[config.mk]
export PLATFORM = sky130hd
export DESIGN_NAME = ssa_datapath
export DESIGN_NICKNAME = d
export VERILOG_FILES = /design/src/common/ssa_pkg.sv /design/src/common/ssa_alu_if.sv /design/src/verilog/ssa_alu_core.sv /design/src/verilog/ssa_datapath.sv
export SDC_FILE = /design/constraint.sdc
export NUM_CORES = 1
export LEC_CHECK = 0
export BUFFER_PORTS_ARGS = -buffer_cell sky130_fd_sc_hd__buf_2
export CAP_MARGIN = 0
export CORE_ASPECT_RATIO = 0.75
export CORE_MARGIN = 5
export CORE_UTILIZATION = 50
export DETAILED_ROUTE_END_ITERATION = 10
export PLACE_DENSITY_LB_ADDON = 0.05
export SYNTH_ARGS = -nofsm -noshare
export SYNTH_HDL_FRONTEND = slang
export SYNTH_HIERARCHICAL = 1
export SYNTH_SLANG_ARGS = --single-unit
[constraint.sdc]
create_clock -name clk -period 2.5 [get_ports clk]
set_input_delay 0.125 -clock clk [delete_from_list [all_inputs] [get_ports clk]]
set_output_delay 0.125 -clock clk [all_outputs]
set_load 0.02 [all_outputs]
[src/common/ssa_pkg.sv]
// Constants and types for the subtract and swap datapath
// Functional notes
// - The literal subtract takes the low eight instruction bits minus the accumulator.
// - The literal subtract always writes the accumulator and never a file register.
// - The file subtract takes the file register at the 7-bit address minus the accumulator.
// - For file instructions destination bit 0 writes the accumulator and 1 the file register.
// - A positive difference sets carry to 1 since no borrow occurred.
// - Equal operands giving a zero difference also set carry to 1.
// - A negative difference clears carry and the result wraps modulo 256.
// - The nibble exchange puts the low nibble high and the high nibble low.
// - The nibble exchange leaves carry, half carry and zero unchanged.
package ssa_pkg;
    localparam int INSTR_W = 14;
    localparam int DATA_W = 8;
    localparam int ADDR_W = 7;
    localparam int NIB_W = 4;
    localparam int DEST_BIT = 7;
    localparam logic [4:0] LIT_SUB_OPC = 5'h1e;
    localparam logic [5:0] FILE_SUB_OPC = 6'h02;
    localparam logic [5:0] SWAP_OPC = 6'h0e;
    localparam logic [DATA_W-1:0] ACC_RESET = 8'h00;
    localparam logic FLAG_RESET = 1'b0;
    localparam int OP_CYCLES = 1;

    typedef enum logic [1:0] {
        SSA_OP_NONE = 2'h0,
        SSA_OP_LIT = 2'h1,
        SSA_OP_FILE = 2'h3,
        SSA_OP_SWAP = 2'h2
    } ssa_op_t;

    function automatic ssa_op_t ssa_decode(input logic [INSTR_W-1:0] word);
        ssa_op_t op;
        op = SSA_OP_NONE;
        if (word[13:9] == LIT_SUB_OPC) begin
            op = SSA_OP_LIT;
        end else if (word[13:8] == FILE_SUB_OPC) begin
            op = SSA_OP_FILE;
        end else if (word[13:8] == SWAP_OPC) begin
            op = SSA_OP_SWAP;
        end
        return op;
    endfunction : ssa_decode
endpackage : ssa_pkg

[src/common/ssa_alu_if.sv]
// Operand and result bundle between the control and the arithmetic unit
`timescale 1ns/1ns
interface ssa_alu_if;
    logic [ssa_pkg::DATA_W-1:0] operandA;
    logic [ssa_pkg::DATA_W-1:0] accIn;
    logic doSwap;
    logic [ssa_pkg::DATA_W-1:0] result;
    logic carryOut;
    logic halfCarryOut;
    logic zeroOut;
    modport core (input operandA, input accIn, input doSwap,
                  output result, output carryOut, output halfCarryOut, output zeroOut);
    modport user (output operandA, output accIn, output doSwap,
                  input result, input carryOut, input halfCarryOut, input zeroOut);
endinterface : ssa_alu_if

[src/verilog/ssa_alu_core.sv]
// Combinational subtract and nibble exchange unit
`timescale 1ns/1ns
module ssa_alu_core (
    ssa_alu_if.core alu
);
    logic [ssa_pkg::DATA_W:0] diff;
    logic [ssa_pkg::NIB_W:0] lowDiff;

    // Operand minus accumulator, carry is the inverted borrow
    assign diff = {1'b0, alu.operandA} + {1'b0, ~alu.accIn} + 9'h001;
    assign lowDiff = {1'b0, alu.operandA[3:0]} + {1'b0, ~alu.accIn[3:0]} + 5'h01;

    always_comb begin
        if (alu.doSwap) begin
            alu.result = {alu.operandA[3:0], alu.operandA[7:4]};
        end else begin
            alu.result = diff[ssa_pkg::DATA_W-1:0];
        end
    end

    assign alu.carryOut = diff[ssa_pkg::DATA_W];
    assign alu.halfCarryOut = lowDiff[ssa_pkg::NIB_W];
    assign alu.zeroOut = (diff[ssa_pkg::DATA_W-1:0] == 8'h00);
endmodule : ssa_alu_core

[src/verilog/ssa_datapath.sv]
// Execution datapath for literal subtract, file subtract and nibble exchange
`timescale 1ns/1ns
module ssa_datapath (
    input wire logic clk,
    input wire logic resetn,
    input wire logic instrValid,
    input wire logic [ssa_pkg::INSTR_W-1:0] instrWord,
    output logic [ssa_pkg::ADDR_W-1:0] fileRdAddr,
    input wire logic [ssa_pkg::DATA_W-1:0] fileRdData,
    input wire logic accLoad,
    input wire logic [ssa_pkg::DATA_W-1:0] accLoadData,
    output logic fileWrEn,
    output logic [ssa_pkg::ADDR_W-1:0] fileWrAddr,
    output logic [ssa_pkg::DATA_W-1:0] fileWrData,
    output logic [ssa_pkg::DATA_W-1:0] acc,
    output logic carryFlag,
    output logic halfCarryFlag,
    output logic zeroFlag,
    output logic opDone
);
    ssa_alu_if alu ();

    ssa_pkg::ssa_op_t opKind;
    logic isLit;
    logic isFile;
    logic isSwap;
    logic isSub;
    logic destFile;
    logic toAcc;
    logic toFile;

    logic [ssa_pkg::DATA_W-1:0] acc_q;
    logic [ssa_pkg::DATA_W-1:0] acc_d;
    logic carry_q;
    logic halfCarry_q;
    logic zero_q;
    logic fileWrEn_q;
    logic [ssa_pkg::ADDR_W-1:0] fileWrAddr_q;
    logic [ssa_pkg::DATA_W-1:0] fileWrData_q;
    logic opDone_q;

    // Instruction decode
    assign opKind = instrValid ? ssa_pkg::ssa_decode(instrWord) : ssa_pkg::SSA_OP_NONE;
    assign isLit = (opKind == ssa_pkg::SSA_OP_LIT);
    assign isFile = (opKind == ssa_pkg::SSA_OP_FILE);
    assign isSwap = (opKind == ssa_pkg::SSA_OP_SWAP);
    assign isSub = isLit || isFile;
    assign destFile = instrWord[ssa_pkg::DEST_BIT];
    assign fileRdAddr = instrWord[ssa_pkg::ADDR_W-1:0];

    // Destination steering
    assign toFile = (isFile || isSwap) && destFile;
    assign toAcc = isLit || ((isFile || isSwap) && !destFile);

    // Operand selection, bit 8 of the literal form ignored
    assign alu.operandA = isLit ? instrWord[ssa_pkg::DATA_W-1:0] : fileRdData;
    assign alu.accIn = acc_q;
    assign alu.doSwap = isSwap;

    ssa_alu_core u_core (
        .alu(alu.core)
    );

    always_comb begin
        if (toAcc) begin
            acc_d = alu.result;
        end else if (accLoad) begin
            acc_d = accLoadData;
        end else begin
            acc_d = acc_q;
        end
    end

    // Accumulator
    always_ff @(posedge clk or negedge resetn) begin
        if (!resetn) begin
            acc_q <= ssa_pkg::ACC_RESET;
        end else begin
            acc_q <= acc_d;
        end
    end

    // Status flags, only the subtractions touch them
    always_ff @(posedge clk or negedge resetn) begin
        if (!resetn) begin
            carry_q <= ssa_pkg::FLAG_RESET;
            halfCarry_q <= ssa_pkg::FLAG_RESET;
            zero_q <= ssa_pkg::FLAG_RESET;
        end else if (isSub) begin
            carry_q <= alu.carryOut;
            halfCarry_q <= alu.halfCarryOut;
            zero_q <= alu.zeroOut;
        end
    end

    // File register write port
    always_ff @(posedge clk or negedge resetn) begin
        if (!resetn) begin
            fileWrEn_q <= 1'b0;
            fileWrAddr_q <= '0;
            fileWrData_q <= '0;
        end else begin
            fileWrEn_q <= toFile;
            if (toFile) begin
                fileWrAddr_q <= instrWord[ssa_pkg::ADDR_W-1:0];
                fileWrData_q <= alu.result;
            end
        end
    end

    // Completion strobe
    always_ff @(posedge clk or negedge resetn) begin
        if (!resetn) begin
            opDone_q <= 1'b0;
        end else begin
            opDone_q <= isSub || isSwap;
        end
    end

    assign acc = acc_q;
    assign carryFlag = carry_q;
    assign halfCarryFlag = halfCarry_q;
    assign zeroFlag = zero_q;
    assign fileWrEn = fileWrEn_q;
    assign fileWrAddr = fileWrAddr_q;
    assign fileWrData = fileWrData_q;
    assign opDone = opDone_q;
endmodule : ssa_datapath

==> run metrics <==
unrepaired setup endpoints after global routing=true; sequential area share after synthesis=0.370; CP endpoint=fileWrData[5]$_DFFE_PN0P_; reg2reg path depth=8; Starting Density=0.517; crit end category=flop; setup TNS=-56.9 ps; Mapped Nets=204; Data arrival, critical path=~2700 ps; status=complete, but fails checks; Final nets=299; register bit total from synthesis=28; H-tree levels=1; post-layout min period=2530 ps; DR iter-0 viols=45; PD cells=between 500 and 600 nW/um^2; fmax=0.395 GHz; number of synthesized flops with an enable pin=0; Hold Crit Class=input pin to flop; final wirelength=around 5.3 mm; fillers=~280; Die Wd=81.1 um; WP data required=between 2000 and 3000 ps; Total GRT Usage=0.210; Synth Area per Inst=approximately 12 um^2; highest-count cells in the layout ignoring fill and taps=buf_2 (64), buf_4 (31), mux2_2 (28), dfrtp_1 (28), mux2_4 (16); vias in the first global route=about 1700; dominant synthesized flop cell=dfrtp_1; flop-to-flop setup slack=260 ps; synthesized cell area=roughly 1900 um^2; Overflow after GRT=0; Final WS setup=-28.7 ps; endpoints failing hold=0; global-route wire length before repair=8.28 mm; Synth area leader=dfrtp_1; Clock transition at path regs=roughly 100 ps; residual DRC count=0; Hold Crit Start=instrWord[6]; peak supply drop=0.456 mV; fin util=0.735; root buffer cell=clkbuf_8; setup violators final=2; io pins=a little under 70; WS Path Type=input pin to flop; n_diodes=0; post-synth cell types=between 40 and 50; share of the synthesized area in the top cell type=0.370; share of cells above drive strength 1=0.678; Vias/cell=between 5 and 6; vias post-DR=about 1600; clk_skew=between 6 and 7 ps; initial antenna violation count=0; Place WS=-472 ps; FF-to-FF End=fileWrData[5]$_DFFE_PN0P_; Finished Cell Area=around 2700 um^2; Placer Congestion=about 1.0; failing checks=negative setup slack; DP HPWL=approximately 4 mm; TritonCTS clock tree=yes; Ys Warns=6; Max Buffers Root-to-Sink=2; largest net degree at the start of global routing=29; Die ar.=around 5100 um^2; Placeable Area=3660 um^2; chip height=approximately 63 um; slew margin rel.=0.570; commonest non-fill, non-tap cell in the layout=buf_2; Syn Inst Count=about 160; Area contributors post-synth=dfrtp_1 (37%), mux2_2 (21%), mux2_4 (7.1%), ha_1 (5.3%), buf_4 (2.8%); post-route ant nets=0; max-cap viol count=0; Clock Latency Late Sink=roughly 280 ps; clk sink count=28; crit start category=input pin; reg2reg start=acc[1]$_DFFE_PN0P_; Area growth syn-to-layout=42.2%; routed len/inst=between 15 and 20 um; fin. max-slew vios=0; crit-path max FO=7; Tcrit/Tclk final=1.01; TritonRoute pass-1 iters=4; asr flop ratio synth=1.00; Worst Max-Slew Pin Slew=about 640 ps; dpl cell area=around 2500 um^2; FP Rows=19; Static Leak=between 1 and 1.5 nW; clock buffer count from CTS=3; Buffers on Ports=68; CP startpoint=instrWord[12]; total power draw=1.60 mW
[report_power, final]
group | switching (mW) | total [mW] | internal, mW
combinational | 0.371 | 0.735 | 0.365
clock | 0.148 | 0.290 | 0.141
sequential | 0.0449 | 0.573 | 0.528
[repair_timing]
| item | CTS | global route |
|---|---|---|
| hold buffers | 1 | 0 |
| setup buffers | 2 | 3 |
| resized for setup | 11 | 14 |
| setup endpoints to repair | 10 | 10 |
| pin swaps | 6 | 4 |
| endpoints found under the hold margin | 28 | 0 |
[layout make-up]
class / count / area (um^2) / share of cell area
clock buffer: 4 / 55.1 / 0.0205
multi-input combinational: 112 / 1210 / 0.450
tap: 52 / 65.1 / 0.0242
inverter: 10 / 37.5 / 0.0139
sequential: 28 / 701 / 0.260
timing repair buffer: 101 / 623 / 0.232
[state kept, by name, indices dropped and copies added, names as in the netlist]
register / flops
carryFlag: 1
opDone: 1
fileWrData: 8
halfCarryFlag: 1
fileWrEn: 1
zeroFlag: 1
fileWrAddr: 7
acc: 8
[synthesized netlist by cell type (2+ instances only)]
library cell / number
nor2b_1: 2
nor2_1: 5
mux2_4: 9
xor2_1: 2
buf_4: 7
inv_1: 10
xnor2_1: 2
o21ai_0: 4
dfrtp_1: 28
nor3_1: 2
a21o_1: 2
o31ai_1: 2
ha_1: 8
mux2_2: 35
o21a_1: 5
nand2_1: 11
[cells by family after synthesis]
| kind of cell | Yosys count | synth area share |
|---|---|---|
| simple gates | 31 | 0.0992 |
| xor+xnor | 4 | 0.0185 |
| buf+inv | 21 | 0.0648 |
| flops | 28 | 0.370 |
| fa+ha+maj | 9 | 0.0635 |
| mux | 44 | 0.280 |
| compound gates | 24 | 0.104 |
[worst min path at each step]
stage | end | slack [ps] | depth (start not counted)
3_5_place_dp | fileWrEn$_DFF_PN0_ | 190 | 1
2_1_floorplan | acc[0]$_DFFE_PN0P_ | -170 | 0
5_1_grt | fileWrAddr[6]$_DFFE_PN0P_ | 100 | 2
4_1_cts | fileWrAddr[6]$_DFFE_PN0P_ | 100 | 2
3_3_place_gp | opDone$_DFF_PN0_ | 170 | 1
6_report | fileWrAddr[6]$_DFFE_PN0P_ | 100 | 2
[critical path, stage by stage]
cell and delay [ps]:
buf_8 70, nand4_1 140, nor3b_2 260, buf_6 180, mux2_4 320, ha_4 230, nor2b_4 120, o31a_1 250
o21a_1 190, or3_4 350, a31o_1 210, mux2_4 260
[per-layer routing]
metal  wire length [um]  vias up  GRT usage
li1                   -      760          -
met1               2250      775      0.275
met2               2490       77      0.357
met4                 67        0     0.0506
met5                  0        -          0
met3                468        6     0.0385
[through the flow]
step,hold slack (ps),cells
after floorplan,-171,161
after global placement,169,297
after detailed placement,190,297
after CTS,97.1,304
after global routing,95.2,307
final,105,307
No activity file was read; power rests on OpenSTA's default activity.
